--- config.mk ---
export PLATFORM = sky130hd
export DESIGN_NAME = clock_reset_sequencer
export DESIGN_NICKNAME = d
export VERILOG_FILES = /design/src/rtl/clock_reset_sequencer_pkg.sv /design/src/rtl/clock_reset_sequencer.sv
export SDC_FILE = /design/constraint.sdc
export NUM_CORES = 1
export LEC_CHECK = 0
export BUFFER_PORTS_ARGS = -buffer_cell sky130_fd_sc_hd__clkbuf_2
export CORE_UTILIZATION = 48
export CTS_CLUSTER_DIAMETER = 100
export DETAILED_ROUTE_END_ITERATION = 10
export PLACE_DENSITY = 0.77
export SYNTH_ARGS = -nofsm -noshare
export SYNTH_HDL_FRONTEND = slang
export SYNTH_SLANG_ARGS = --single-unit
--- constraint.sdc ---
create_clock -name mclk -period 2.04 [get_ports mclk]
set_input_delay 0 -clock mclk [delete_from_list [all_inputs] [get_ports mclk]]
set_output_delay 0 -clock mclk [all_outputs]
set_load 0.005 [all_outputs]
--- src/rtl/clock_reset_sequencer_pkg.sv ---
/*
 Constants and carrier types for the clock and reset start-up sequencer.
 Assumes a single 40 MHz system clock and option bytes held stable by the
 configuration store while the sequencer runs.
*/
package clock_reset_sequencer_pkg;

	localparam int MCLK_HZ = 40000000;

	// Clock source select encodings
	localparam logic [1:0] CKSEL_INTERNAL = 2'h0;
	localparam logic [1:0] CKSEL_EXTERNAL = 2'h1;

	// Clock mode option byte field positions
	localparam int CKSEL_LSB = 0;
	localparam int OSCDIV_LSB = 2;
	localparam logic [7:0] CLOCK_MODE_OPTION_RESET = 8'h00;

	// Voltage detect option byte: power-down detector enable bit
	localparam int PDD_ENABLE_BIT = 7;

	// External clock option byte 1: gain field
	localparam int GAIN_LSB = 0;
	localparam int GAIN_W = 3;

	// CPU divider field
	localparam int CPU_DIV_W = 6;
	localparam logic [7:0] CPU_DIV_RESET = 8'h00;

	// Start-up counts, in internal oscillator cycles
	localparam int OSC_STABLE_CYCLES = 128;
	localparam int SHORT_COUNT_CYCLES = 4;
	localparam int QUARTZ_UNIT_CYCLES = 128;

	// Internal oscillator nominal rate, and its half period in the system clock
	localparam int INT_OSC_HZ = 10000000;
	localparam int INT_OSC_HALF_CYCLES = MCLK_HZ / INT_OSC_HZ / 2;
	localparam int EXT_MAX_HZ = 24000000;

	// Number of reset sources
	localparam int NUM_RESET_SRC = 6;

	// Reset source indices
	localparam int SRC_PIN = 0;
	localparam int SRC_WATCHDOG = 1;
	localparam int SRC_POWER_ON = 2;
	localparam int SRC_LEVEL_MON = 3;
	localparam int SRC_POWER_DOWN = 4;
	localparam int SRC_HALT_WAKE = 5;

	typedef enum logic [2:0] {
		ST_HOLD = 3'h0,
		ST_STABLE = 3'h1,
		ST_SHORT = 3'h2,
		ST_QUARTZ = 3'h3,
		ST_FETCH = 3'h4,
		ST_RUN = 3'h5
	} seq_state_t;

	typedef struct packed {
		logic [7:0] clock_mode_option;
		logic [7:0] osc_trim_option;
		logic [7:0] ext_clock_option;
		logic [7:0] voltage_detect_option;
		logic [7:0] quartz_wake_option;
	} option_bytes_t;

	typedef struct packed {
		logic pin;
		logic watchdog;
		logic power_on;
		logic level_mon;
		logic power_down;
		logic halt_wake;
	} reset_src_t;

endpackage

--- src/rtl/clock_reset_sequencer.sv ---
/*
 Clock source selection and reset start-up sequencer.
 Assumes reset sources and the external clock pin arrive asynchronously and
 are synchronised here; the external clock is sampled at 40 MHz, so it is
 followed only to the resolution of the system clock.
*/
`timescale 1ns/1ps

// Function
// - Six reset sources restart the program
// - Four clock modes are supported
// - Start on internal clock, then apply option
// - Internal oscillator 10 MHz, divide 1/2/4/8
// - Oscillator trim comes from option byte
// - External clock follows input pin directly
// - Crystal gain from option byte 1
// - Separate CPU and peripheral clocks, /64 max
// - Pin reset immediate, never driven
// - Power-down detector enabled by bit 7
// - Cold resets wait for detector release
// - Count 128 internal cycles after release
// - No quartz: four more cycles then run
// - Quartz: wait 128 times wake value plus one
// - Warm resets restart CPU immediately
// - Fetch starts at first program bytes
// - Source select: 00 int, 01 ext, 1x RC
// - Divider field selects 10/5/2.5/1.25 MHz
// - CPU divider one-hot, zero undivided, others divide 64
module clock_reset_sequencer #(
	parameter int WAKE_UNIT = clock_reset_sequencer_pkg::QUARTZ_UNIT_CYCLES
) (
	input wire logic mclk,
	input wire logic nrst,
	input wire clock_reset_sequencer_pkg::reset_src_t reset_sources,
	input wire logic detector_release,
	input wire logic halted,
	input wire logic osc_input_pin,
	input wire clock_reset_sequencer_pkg::option_bytes_t options,
	input wire logic [7:0] cpu_div_field,
	output logic core_reset_n,
	output logic fetch_start,
	output logic [15:0] fetch_addr,
	output logic osc_enable,
	output logic [7:0] osc_trim,
	output logic [2:0] osc_gain,
	output logic osc_output_pin,
	output logic pdd_enable,
	output logic ext_source_active,
	output logic rc_source_active,
	output logic periph_clk_en,
	output logic cpu_clk_en
);

	////////////////////////////////////////////////////////////////////////
	// Synchronisers for pin-side inputs
	// Two stages per asynchronous input; only the second stage is read

	logic [5:0] src_meta_ff;
	logic [5:0] src_ff;
	logic rel_meta_ff;
	logic rel_ff;
	logic osc_meta_ff;
	logic osc_ff;

	always_ff @(posedge mclk or negedge nrst) begin
		if (!nrst) begin
			src_meta_ff <= 6'h00;
			src_ff <= 6'h00;
			rel_meta_ff <= 1'b0;
			rel_ff <= 1'b0;
			osc_meta_ff <= 1'b0;
			osc_ff <= 1'b0;
		end else begin
			src_meta_ff <= reset_sources;
			src_ff <= src_meta_ff;
			rel_meta_ff <= detector_release;
			rel_ff <= rel_meta_ff;
			osc_meta_ff <= osc_input_pin;
			osc_ff <= osc_meta_ff;
		end
	end

	clock_reset_sequencer_pkg::reset_src_t src;
	assign src = clock_reset_sequencer_pkg::reset_src_t'(src_ff);

	// The pin reset is also used raw to hold the core at once; only the
	// sequencing decisions wait for the synchronised copy.
	logic any_reset;
	assign any_reset = |src_ff;
	// Halted comes from the core on this clock, so it needs no synchroniser
	logic cold_cause;
	assign cold_cause = src.pin | src.power_on | src.power_down | (src.halt_wake & halted);

	////////////////////////////////////////////////////////////////////////
	// Option decode

	logic [1:0] ck_sel;
	logic [1:0] osc_div;
	logic quartz_mode;
	assign ck_sel = options.clock_mode_option[clock_reset_sequencer_pkg::CKSEL_LSB +: 2];
	assign osc_div = options.clock_mode_option[clock_reset_sequencer_pkg::OSCDIV_LSB +: 2];
	// Quartz versus plain clock is told apart by the gain bits: zero means plain clock
	assign quartz_mode = (ck_sel == clock_reset_sequencer_pkg::CKSEL_EXTERNAL) &&
		(options.ext_clock_option[clock_reset_sequencer_pkg::GAIN_LSB +: 3] != 3'h0);

	// Option bytes are static while the sequencer runs, so plain copies suffice
	assign osc_trim = options.osc_trim_option;
	assign osc_gain = options.ext_clock_option[clock_reset_sequencer_pkg::GAIN_LSB +: 3];
	assign pdd_enable = options.voltage_detect_option[clock_reset_sequencer_pkg::PDD_ENABLE_BIT];

	// Maps a one-hot prescale field to a divide exponent; zero means no divide
	function automatic logic [2:0] div_exp(input logic [5:0] f);
		logic [2:0] e;
		e = 3'h6;
		case (f)
			6'h00: e = 3'h0;
			6'h01: e = 3'h1;
			6'h02: e = 3'h2;
			6'h04: e = 3'h3;
			6'h08: e = 3'h4;
			6'h10: e = 3'h5;
			6'h20: e = 3'h6;
			default: e = 3'h6;
		endcase
		return e;
	endfunction

	////////////////////////////////////////////////////////////////////////
	// Start-up sequencer

	clock_reset_sequencer_pkg::seq_state_t state_ff, nxt_state;
	logic [15:0] cnt_ff, nxt_cnt;
	logic cold_ff, nxt_cold;
	logic src_sel_ff, nxt_src_sel;

	// One internal oscillator tick, counted in system clocks
	logic [1:0] tick_cnt_ff, nxt_tick_cnt;
	logic osc_tick;
	assign osc_tick = (tick_cnt_ff == 2'(2 * clock_reset_sequencer_pkg::INT_OSC_HALF_CYCLES - 1));

	always_comb begin
		nxt_state = state_ff;
		nxt_cnt = cnt_ff;
		nxt_cold = cold_ff;
		nxt_src_sel = src_sel_ff;
		nxt_tick_cnt = osc_tick ? 2'h0 : tick_cnt_ff + 2'h1;
		if (any_reset) begin
			nxt_state = clock_reset_sequencer_pkg::ST_HOLD;
			nxt_src_sel = 1'b0;
			nxt_cnt = 16'h0000;
			nxt_cold = cold_ff | cold_cause;
			// Ticks restart on every reset so the stabilisation count has a clean origin
			nxt_tick_cnt = 2'h0;
		end else begin
			case (state_ff)
				clock_reset_sequencer_pkg::ST_HOLD: begin
					// Warm causes left the oscillator running, so no count is needed
					if (!cold_ff) begin
						nxt_state = clock_reset_sequencer_pkg::ST_FETCH;
					end else if (rel_ff) begin
						nxt_state = clock_reset_sequencer_pkg::ST_STABLE;
						nxt_cnt = 16'h0000;
					end
				end
				clock_reset_sequencer_pkg::ST_STABLE: begin
					if (osc_tick) begin
						nxt_cnt = cnt_ff + 16'h0001;
						if (cnt_ff == 16'(clock_reset_sequencer_pkg::OSC_STABLE_CYCLES - 1)) begin
							nxt_cnt = 16'h0000;
							nxt_state = quartz_mode ? clock_reset_sequencer_pkg::ST_QUARTZ
								: clock_reset_sequencer_pkg::ST_SHORT;
						end
					end
				end
				clock_reset_sequencer_pkg::ST_SHORT: begin
					if (osc_tick) begin
						nxt_cnt = cnt_ff + 16'h0001;
						if (cnt_ff == 16'(clock_reset_sequencer_pkg::SHORT_COUNT_CYCLES - 1)) begin
							nxt_state = clock_reset_sequencer_pkg::ST_FETCH;
						end
					end
				end
				clock_reset_sequencer_pkg::ST_QUARTZ: begin
					// Counts internal ticks; the quartz is not trusted until this ends
					if (osc_tick) begin
						nxt_cnt = cnt_ff + 16'h0001;
						if (cnt_ff == 16'((32'(options.quartz_wake_option) + 32'd1) * WAKE_UNIT - 1)) begin
							nxt_state = clock_reset_sequencer_pkg::ST_FETCH;
						end
					end
				end
				clock_reset_sequencer_pkg::ST_FETCH: begin
					// Cold flag clears only here, so a warm reset during a cold start stays cold
					nxt_state = clock_reset_sequencer_pkg::ST_RUN;
					nxt_src_sel = 1'b1;
					nxt_cold = 1'b0;
				end
				clock_reset_sequencer_pkg::ST_RUN: begin
					nxt_state = clock_reset_sequencer_pkg::ST_RUN;
				end
				default: nxt_state = clock_reset_sequencer_pkg::ST_HOLD;
			endcase
		end
	end

	always_ff @(posedge mclk or negedge nrst) begin
		if (!nrst) begin
			state_ff <= clock_reset_sequencer_pkg::ST_HOLD;
			cnt_ff <= 16'h0000;
			cold_ff <= 1'b1;
			src_sel_ff <= 1'b0;
			tick_cnt_ff <= 2'h0;
		end else begin
			state_ff <= nxt_state;
			cnt_ff <= nxt_cnt;
			cold_ff <= nxt_cold;
			src_sel_ff <= nxt_src_sel;
			tick_cnt_ff <= nxt_tick_cnt;
		end
	end

	////////////////////////////////////////////////////////////////////////
	// Outputs and clock generation

	logic core_rst_n_ff, nxt_core_rst_n;
	logic fetch_ff, nxt_fetch;
	logic osc_en_ff, nxt_osc_en;

	always_comb begin
		nxt_core_rst_n = (nxt_state == clock_reset_sequencer_pkg::ST_RUN);
		nxt_fetch = (state_ff == clock_reset_sequencer_pkg::ST_FETCH) && !any_reset;
		// Oscillator stays on across warm resets; cold holds stop it
		nxt_osc_en = !(nxt_state == clock_reset_sequencer_pkg::ST_HOLD && nxt_cold);
	end

	// Peripheral clock: internal rate divided 1..8, or follows the pin
	logic [2:0] pdiv_ff, nxt_pdiv;
	logic [5:0] cdiv_ff, nxt_cdiv;
	logic pclk_en_ff, nxt_pclk_en;
	logic cclk_en_ff, nxt_cclk_en;
	logic osc_prev_ff;
	logic ext_edge;
	logic int_osc_tick;
	logic [2:0] cexp;
	logic [5:0] cmask;

	assign ext_edge = osc_ff & ~osc_prev_ff;
	assign int_osc_tick = osc_tick && ((pdiv_ff & ((3'h1 << osc_div) - 3'h1)) == 3'h0);
	assign cexp = div_exp(cpu_div_field[clock_reset_sequencer_pkg::CPU_DIV_W - 1:0]);
	assign cmask = 6'((7'h01 << cexp) - 7'h01);

	always_comb begin
		nxt_pdiv = osc_tick ? pdiv_ff + 3'h1 : pdiv_ff;
		nxt_pclk_en = 1'b0;
		if (!src_sel_ff || ck_sel == clock_reset_sequencer_pkg::CKSEL_INTERNAL) begin
			nxt_pclk_en = int_osc_tick;
		end else begin
			nxt_pclk_en = ext_edge; // External clock, quartz or RC all arrive on the pin
		end
		// The CPU tick rides on a peripheral tick, so it never outruns it
		nxt_cdiv = nxt_pclk_en ? cdiv_ff + 6'h01 : cdiv_ff;
		nxt_cclk_en = nxt_pclk_en && ((cdiv_ff & cmask) == 6'h00);
	end

	always_ff @(posedge mclk or negedge nrst) begin
		if (!nrst) begin
			core_rst_n_ff <= 1'b0;
			fetch_ff <= 1'b0;
			osc_en_ff <= 1'b0;
			pdiv_ff <= 3'h0;
			cdiv_ff <= 6'h00;
			pclk_en_ff <= 1'b0;
			cclk_en_ff <= 1'b0;
			osc_prev_ff <= 1'b0;
		end else begin
			core_rst_n_ff <= nxt_core_rst_n;
			fetch_ff <= nxt_fetch;
			osc_en_ff <= nxt_osc_en;
			pdiv_ff <= nxt_pdiv;
			cdiv_ff <= nxt_cdiv;
			pclk_en_ff <= nxt_pclk_en;
			cclk_en_ff <= nxt_cclk_en;
			osc_prev_ff <= osc_ff;
		end
	end

	// Pin reset forces the core held without waiting for synchronisers
	assign core_reset_n = core_rst_n_ff & ~reset_sources.pin;
	assign fetch_start = fetch_ff;
	assign fetch_addr = 16'h0000;
	assign osc_enable = osc_en_ff;
	// Source flags drop with a raw pin reset, so a held core never sees an external clock
	logic sel_live;
	assign sel_live = src_sel_ff & ~reset_sources.pin;
	assign osc_output_pin = ~osc_ff & quartz_mode & sel_live;
	assign ext_source_active = sel_live & (ck_sel == clock_reset_sequencer_pkg::CKSEL_EXTERNAL);
	assign rc_source_active = sel_live & ck_sel[1];
	assign periph_clk_en = pclk_en_ff;
	assign cpu_clk_en = cclk_en_ff;

endmodule

==> flow_summary.yaml, run 1 <==
setup_path:
  cp_cell_sequence: "or3_4 -> or4_4 -> a2111o_2 -> nor3b_2 -> a21o_1"
  crit_path_end_kind: "flip-flop"
  criticalPathCategory: "reg -> reg"
  cp-start-kind: "flip-flop"
  critPathMaxStageDelay_ns: 0.55
  cp.required_ns: 2.29
  r2r-start: "src[1]"
  critPathSlowestCell: "a2111o_2"
  crit_start: "src[1]"
  arrival_ns: 2.39
  cp_max_fo: 8
global_route:
  grt_first_pass_wirelength_um: 12200
  grt_max_degree: 29
  antenna_found_initial: 0
  grt_pass1_vias: 2745
  overflow: 0
  grt_usage_pct: 20.6
die:
  die_w_um: 85.6
  die-area_mm2: 0.00732
  core_mm2: 0.00676
  start_util_pct: 49.6
  die_h_um: 85.6
  io_pins: 95
  row_count: 30
cts:
  cts_sinks: 54
  worstSkewPairLatency_ns: 0.31
  cts_tree: "done"
  cts_made_buffers: 5
  htree_levels: 2
  clkTransAtPathRegs_ns: 0.10
  clk_path_buf_depth: 2
  root_buffer: "clkbuf_8"
finish:
  multi_input_area_mm2: 0.00183
  drive_gt1_share_pct: 27.8
  final_common_cell: "dfrtp_1"
  final_cell_mix: "dfrtp_1 (53), clkbuf_2 (42), buf_4 (36)"
  final_nets: 490
  fillers: 570
  num_antenna_cells: 0
  area_delta_synth_final_pct: 20.2
  final-seq-area_mm2: 0.00135
  final-instance-count-excl-fill: 505
drt:
  drt_pre_antenna_iters: 4
  drc: 0
  final_antenna_net_count: 0
  vias: 2855
  wl_per_cell_um: 14.1
  avgViaCountPerCell: 5.65
  routed_wl_um: 7110
  drt_iter0_drc: 207
power_and_ir_drop:
  peakVddDrop_mv: 0.547
  p_per_area_mw_per_mm2: 505
  leakage_nw: 1.88
  power_mw: 2.03
hold_path:
  hold_class: "in -> out"
  min_from: "options[27]"
sta:
  drv_slew: 0
  slew_headroom_pct: 53.7
  post-route-period-util_pct: 105
  setup_tns_ns: -0.638
  worst_slack_ns: -0.0923
  clock.fmax_ghz: 0.469
  period_needed_ns: 2.13
  setup_viol: 10
  whs_ns: 0.00000227
  rsz0062_at_grt: "true"
  hold_viol: 0
  worstMarginPinSlew_ns: 0.694
  finClkSkew_ns: 0.0119
outcome:
  run_status: "finished with violations"
  violations: "negative setup slack"
logic_synthesis:
  async_flop_share_pct: 100
  yosysTopAreaCellShare_pct: 39.6
  syn_area_mm2: 0.00335
  yosysSeqAreaShare_pct: 40.4
  syn_avg_cell_area_um2: 9.36
  ys.flop_type: "dfrtp_1"
  synth_cells: 358
  synthTopCellsByArea: "dfrtp_1 (40%), buf_4 (6.5%), o21ai_0 (3.9%)"
  synth-warning-count: 0
  synth_edf_count: 0
  synth_top_area_cell: "dfrtp_1"
  synth_seq_cells: 54
  synth_cell_type_count: 64
place:
  numPortBuffers: 42
  hpwlAfterDp_um: 5240
  dpl.cell_count: 486
  routabilityCongestion: 0.834
flow_run:
  maxCapViolCount: 0
==> cells in the mapped netlist (3+ instances only) <==
| cell | count |
|---|---|
| nor4b_1 | 3 |
| nand2b_1 | 3 |
| and3_1 | 8 |
| nand4_1 | 8 |
| or4_1 | 3 |
| nor3_1 | 14 |
| a22oi_1 | 3 |
| a31oi_1 | 4 |
| dfrtp_1 | 53 |
| nand3_1 | 10 |
| a211oi_1 | 4 |
| nor3b_1 | 7 |
| o21ai_1 | 5 |
| xor2_1 | 6 |
| ha_1 | 7 |
| o21ai_0 | 26 |
| o31ai_1 | 3 |
| o21a_1 | 3 |
| nor4_1 | 8 |
| clkbuf_1 | 6 |
| or3_1 | 3 |
| buf_2 | 8 |
| a21o_1 | 7 |
| a21oi_1 | 11 |
| nand2_1 | 21 |
| xnor2_1 | 14 |
| inv_1 | 12 |
| and4_1 | 3 |
| buf_4 | 29 |
| nor2_1 | 20 |
| nor2b_1 | 3 |
==> worst paths after layout <==
check                           slack (ns)  cells after the start          end
min in group asynchronous             0.25                      2       src[5]
worst min register to register        0.36                      0       src[5]
worst max-delay path                 -0.09                      5   cnt_ff[13]
worst max register to register       -0.09                      5   cnt_ff[13]
max in group asynchronous             1.20                      3   pdiv_ff[0]
worst min-delay path              0.000002                      0  osc_trim[3]
==> power breakdown <==
part           internal [mW]  switching [mW]  total, mW
clock                  0.365           0.348      0.713
sequential              1.09         0.00776       1.09
combinational          0.104           0.123      0.227
==> registers in the layout (all words and copies together), names as in the netlist, 2 cells and up <==
register and count:
state_ff 3, tick_cnt_ff 2, cnt_ff 16, cdiv_ff 6
pdiv_ff 3, src_meta_ff 6, src 6
==> cell families (layout without fill, tap and decap cells) <==
kind of cell,after synthesis,in the layout,synth area share [%]
mux,4,4,1.27
simple gates,129,129,22.2
buf+inv,56,108,10.0
fa+ha+maj,8,8,2.91
compound gates,84,84,16.5
xor+xnor,22,22,6.57
flops,54,54,40.4
other cells,1,16,0.112
==> routing by layer <==
layer	global-route usage, %	up-vias	share of wire (%)
li1	-	1393	-
met1	26.4	1377	44
met2	35.8	70	51
met3	3.46	15	3.6
met4	6.82	0	1.7
met5	0	-	0
==> worst max-delay path: cells and delay by family, from the launching register on <==
family | cells | cell delay (ns)
flip-flops | 1 | 0.38
AO/OA/AOI/OAI | 2 | 0.66
AND/OR/NAND/NOR | 3 | 1.03
==> through the flow <==
stage               area, um2  setup slack (ns)  util, %
floorplan                3410            0.0134        -
global placement         3700            -0.109     54.8
detailed placement       3700            -0.165     54.8
CTS                      3960            -0.143     58.6
global route             4030            -0.162     59.6
finish                   4030           -0.0923     59.6
==> repair_timing <==
item / in CTS / in global routing
hold endpoints to repair: 34 / 0
endpoints found under the setup margin: 18 / 19
pin swaps: 7 / 1
resized for setup: 11 / 16
hold buffers: 9 / 0
buffers inserted: 2 / 0
==> final cells by class <==
class,instances,share of cell area [%]
Tap cell,80,2.49
Sequential cell,54,33.6
Timing Repair Buffer,88,14.7
Inverter,12,1.12
Clock buffer,5,1.71
Multi-Input combinational cell,263,45.3
Clock inverter,3,1.12
No activity file was read; power rests on OpenSTA's default activity.
==> run 2, diff against run 1 <==
HOLD_SLACK_MARGIN = 0.08   (was not set)
==> flow_summary.yaml, run 2 (synthesis results as in run 1) <==
power_and_ir_drop:
  peakVddDrop_mv: 0.548
  power_mw: 2.06
  leakage_nw: 1.92
  p_per_area_mw_per_mm2: 498
drt:
  drc: 0
  vias: 2910
  drt_iter0_drc: 199
  routed_wl_um: 7130
  avgViaCountPerCell: 5.65
  drt_pre_antenna_iters: 4
  wl_per_cell_um: 13.8
  final_antenna_net_count: 0
finish:
  final-instance-count-excl-fill: 515
  area_delta_synth_final_pct: 23.2
  drive_gt1_share_pct: 27.1
  largest_reg_flops: 16
  final_nets: 500
  regMostFlops: "cnt_ff"
  final_util_pct: 61.1
  final_cell_mix: "dfrtp_1 (53), clkbuf_2 (42), buf_4 (36)"
  final_common_cell: "dfrtp_1"
  num_antenna_cells: 0
hold_path:
  min_from: "options[18]"
  min_path_cells: 2
  hold_class: "in -> out"
cts:
  root_buffer: "clkbuf_8"
  clkTransAtPathRegs_ns: 0.10
  cts_sinks: 54
  worstSkewPairLatency_ns: 0.31
  clk_path_buf_depth: 2
  cts_tree: "done"
  htree_levels: 2
  cts_made_buffers: 5
place:
  numPortBuffers: 42
  dpl.cell_count: 486
  hpwlAfterDp_um: 5240
  routabilityCongestion: 0.834
setup_path:
  criticalPathCategory: "reg -> reg"
  arrival_ns: 2.39
  critPathMaxStageDelay_ns: 0.55
  crit_start: "src[1]"
  cp.required_ns: 2.29
  critPathSlowestCell: "a2111o_2"
  cp-start-kind: "flip-flop"
  rr_worst_depth: 5
  cp_cell_sequence: "or3_4 -> or4_4 -> a2111o_2 -> nor3b_2 -> a21o_1"
  cp_max_fo: 8
  crit_path_end_kind: "flip-flop"
  r2r-start: "src[1]"
die:
  die-area_mm2: 0.00732
  die_h_um: 85.6
  die_w_um: 85.6
  io_pins: 95
  start_util_pct: 49.6
  row_count: 30
  core_mm2: 0.00676
global_route:
  grt_first_pass_wirelength_um: 12200
  grt_max_degree: 29
  antenna_found_initial: 0
  grt_usage_pct: 20.7
  overflow: 0
  grt_pass1_vias: 2757
sta:
  setup_tns_ns: -0.611
  clock.fmax_ghz: 0.469
  finClkSkew_ns: 0.0119
  post-route-period-util_pct: 105
  period_needed_ns: 2.13
  worstMarginPinSlew_ns: 0.694
  setup_viol: 10
  worst_slack_ns: -0.0921
  hold_viol: 0
  rsz0062_at_grt: "true"
  slew_headroom_pct: 53.7
  drv_slew: 0
flow_run:
  maxCapViolCount: 0
outcome:
  run_status: "finished with violations"
  violations: "negative setup slack"
-- run 2: changes by cell type in the layout (fill, tap and decap cells not counted) --
cell | previous run | this run
dlygate4sd3_1 | 9 | 19
-- run 2: per-stage QoR --
stage	setup slack, ns	cell area (um2)	hold WS (ns)
CTS	-0.143	4060	0.188
finish	-0.0921	4130	0.186
detailed placement	-0.165	3700	0.0000346
global placement	-0.109	3700	0.0000346
global route	-0.162	4130	0.203
floorplan	0.0134	3410	-0.296
-- run 2: metal layers --
layer	up-vias	wire [um]	track usage [%]
met5	-	0	0
met4	0	120	6.36
met3	13	240	3.46
met2	76	3670	36.1
met1	1410	3100	26.4
li1	1411	-	-
-- run 2: final timing paths --
check                              end  slack (ns)
setup / recovery            cnt_ff[13]       -0.09
hold / removal             osc_gain[2]        0.19
setup reg to reg            cnt_ff[13]       -0.09
hold reg to reg                 src[5]        0.36
max in group asynchronous   pdiv_ff[0]        1.19
min in group asynchronous       src[5]        0.25
-- run 2: worst max-delay path, delay by kind of cell, from the launching register on --
kind	cells	cell delay [ns]
AND/OR/NAND/NOR	3	1.03
AO/OA/AOI/OAI	2	0.66
flip-flops	1	0.38
-- run 2: report_power, final --
part / internal (mW) / switching (mW) / total [mW]
Sequential: 1.09 / 0.00777 / 1.09
Combinational: 0.117 / 0.127 / 0.244
Clock: 0.365 / 0.352 / 0.717
Total: 1.57 / 0.487 / 2.06
-- run 2: final cells by class --
| class | instances | area (um2) |
|---|---|---|
| tap | 80 | 100 |
| clock buffer | 5 | 68.8 |
| multi-input combinational | 263 | 1830 |
| fill | 558 | 2630 |
| inverter | 12 | 45.0 |
| timing repair buffer | 98 | 691 |
| clock inverter | 3 | 45.0 |
| sequential | 54 | 1350 |
-- run 2: timing repair --
action,in CTS,in global routing
pin swaps,7,1
setup endpoints to repair,18,19
hold buffers,19,0
buffers inserted,2,0
endpoints found under the hold margin,44,0
gates resized for setup,11,16
==> run 3, diff against run 2 <==
MAX_ROUTING_LAYER = met4   (was not set)
==> flow_summary.yaml, run 3 (synthesis results as in run 1) <==
outcome:
  run_status: "finished with violations"
  violations: "negative setup slack"
cts:
  clk_path_buf_depth: 2
  root_buffer: "clkbuf_8"
  clkTransAtPathRegs_ns: 0.10
  cts_sinks: 54
  cts_tree: "done"
  worstSkewPairLatency_ns: 0.31
  htree_levels: 2
  cts_made_buffers: 5
finish:
  final_common_cell: "dfrtp_1"
  area_delta_synth_final_pct: 23.3
  largest_reg_flops: 16
  drive_gt1_share_pct: 27.4
  fillers: 559
  final_nets: 500
  final_cell_mix: "dfrtp_1 (53), clkbuf_2 (42), buf_4 (36)"
  regMostFlops: "cnt_ff"
  num_antenna_cells: 0
drt:
  drt_iter0_drc: 194
  final_antenna_net_count: 0
  routed_wl_um: 7230
  avgViaCountPerCell: 5.68
  vias: 2927
  wl_per_cell_um: 14.0
  drt_pre_antenna_iters: 4
  drc: 0
sta:
  drv_slew: 0
  finClkSkew_ns: 0.00969
  worst_slack_ns: -0.0914
  whs_ns: 0.186
  setup_viol: 11
  rsz0062_at_grt: "true"
  hold_viol: 0
  clock.fmax_ghz: 0.469
  period_needed_ns: 2.13
  slew_headroom_pct: 54.1
  post-route-period-util_pct: 104
  setup_tns_ns: -0.662
  worstMarginPinSlew_ns: 0.689
global_route:
  grt_usage_pct: 21.3
  overflow: 0
  grt_max_degree: 29
  antenna_found_initial: 0
  grt_first_pass_wirelength_um: 12200
  grt_pass1_vias: 2757
die:
  die_w_um: 85.6
  io_pins: 95
  die-area_mm2: 0.00732
  row_count: 30
  start_util_pct: 49.6
  core_mm2: 0.00676
  die_h_um: 85.6
power_and_ir_drop:
  p_per_area_mw_per_mm2: 497
  leakage_nw: 1.92
  peakVddDrop_mv: 0.549
place:
  hpwlAfterDp_um: 5240
  numPortBuffers: 42
  post-place-ws_ns: -0.165
  routabilityCongestion: 0.846
flow_run:
  maxCapViolCount: 0
setup_path:
  critPathSlowestCell: "a2111o_2"
  crit_family: "simple AND/OR/NAND/NOR gates"
  cp-start-kind: "flip-flop"
  cp_cell_sequence: "or3_4 -> or4_4 -> a2111o_2 -> nor3b_2 -> a21o_1"
  criticalPathCategory: "reg -> reg"
  crit_path_end_kind: "flip-flop"
  critPathMaxStageDelay_ns: 0.55
  cp.required_ns: 2.29
  arrival_ns: 2.38
  cp.buffers_inverters: 0
  cp_max_fo: 8
hold_path:
  hold_class: "in -> out"
-- run 3: cell types whose count changed in the layout (fill, tap and decap cells not counted) --
cell / before / now
o21ai_1: 8 / 7
o21ai_2: 2 / 3
-- run 3: worst paths after layout --
path / start / endpoint / slack (ns) / depth (start not counted)
hold reg to reg: src_meta_ff[5] / src[5] / 0.36 / 0
hold / removal: options[18] / osc_gain[2] / 0.19 / 2
setup / recovery: src[1] / cnt_ff[13] / -0.09 / 5
min in group asynchronous: nrst / src_sel_ff / 0.25 / 2
max in group asynchronous: nrst / cdiv_ff[5] / 1.20 / 3
setup reg to reg: src[1] / cnt_ff[13] / -0.09 / 5
-- run 3: per-stage QoR --
| step | util, % | power, mW | cells | area [um2] |
|---|---|---|---|---|
| after floorplan | - | 1.26 | 373 | 3410 |
| after global placement | 54.8 | 1.31 | 486 | 3700 |
| after detailed placement | 54.8 | 1.32 | 486 | 3700 |
| after CTS | 60.1 | 2.07 | 515 | 4060 |
| after global routing | 61.1 | 2.14 | 515 | 4130 |
| final | 61.1 | 2.05 | 515 | 4130 |
-- run 3: repair_timing --
item                                    in CTS  in global routing
endpoints found under the setup margin      18                 19
endpoints found under the hold margin       44                  0
resized for setup                           11                 17
setup buffers                                2                  0
pin swaps                                    7                  1
hold buffers                                19                  0
-- run 3: area by class of cell --
class	instances	area, um2	area share [%]
inverters	12	45.0	1.09
flip-flops and latches	54	1350	32.7
clock inverters	3	45.0	1.09
multi-input cells	263	1830	44.3
repair buffers	98	691	16.7
clock buffers	5	68.8	1.67
well taps	80	100	2.42
-- run 3: where the power goes --
| part | total [mW] | switching, mW | internal, mW |
|---|---|---|---|
| clock | 0.716 | 0.351 | 0.365 |
| combinational | 0.244 | 0.127 | 0.117 |
| sequential | 1.09 | 0.00776 | 1.09 |
| total | 2.05 | 0.486 | 1.57 |
-- run 3: worst register-to-register path: stages (launching register included) --
cell	delay [ns]
dfrtp_1	0.38
or3_4	0.38
or4_4	0.47
a2111o_2	0.55
nor3b_2	0.19
a21o_1	0.10
-- run 3: routing by layer --
layer  up-vias  routed length, um  share of wire [%]  global-route usage (%)
met2        80               3670                 51                    36.2
met5         -                  0                  0                       -
met1      1422               3170                 44                    26.4
met3        13                269                3.7                    3.46
met4         0                119                1.6                    6.36
li1       1412                  -                  -                       -
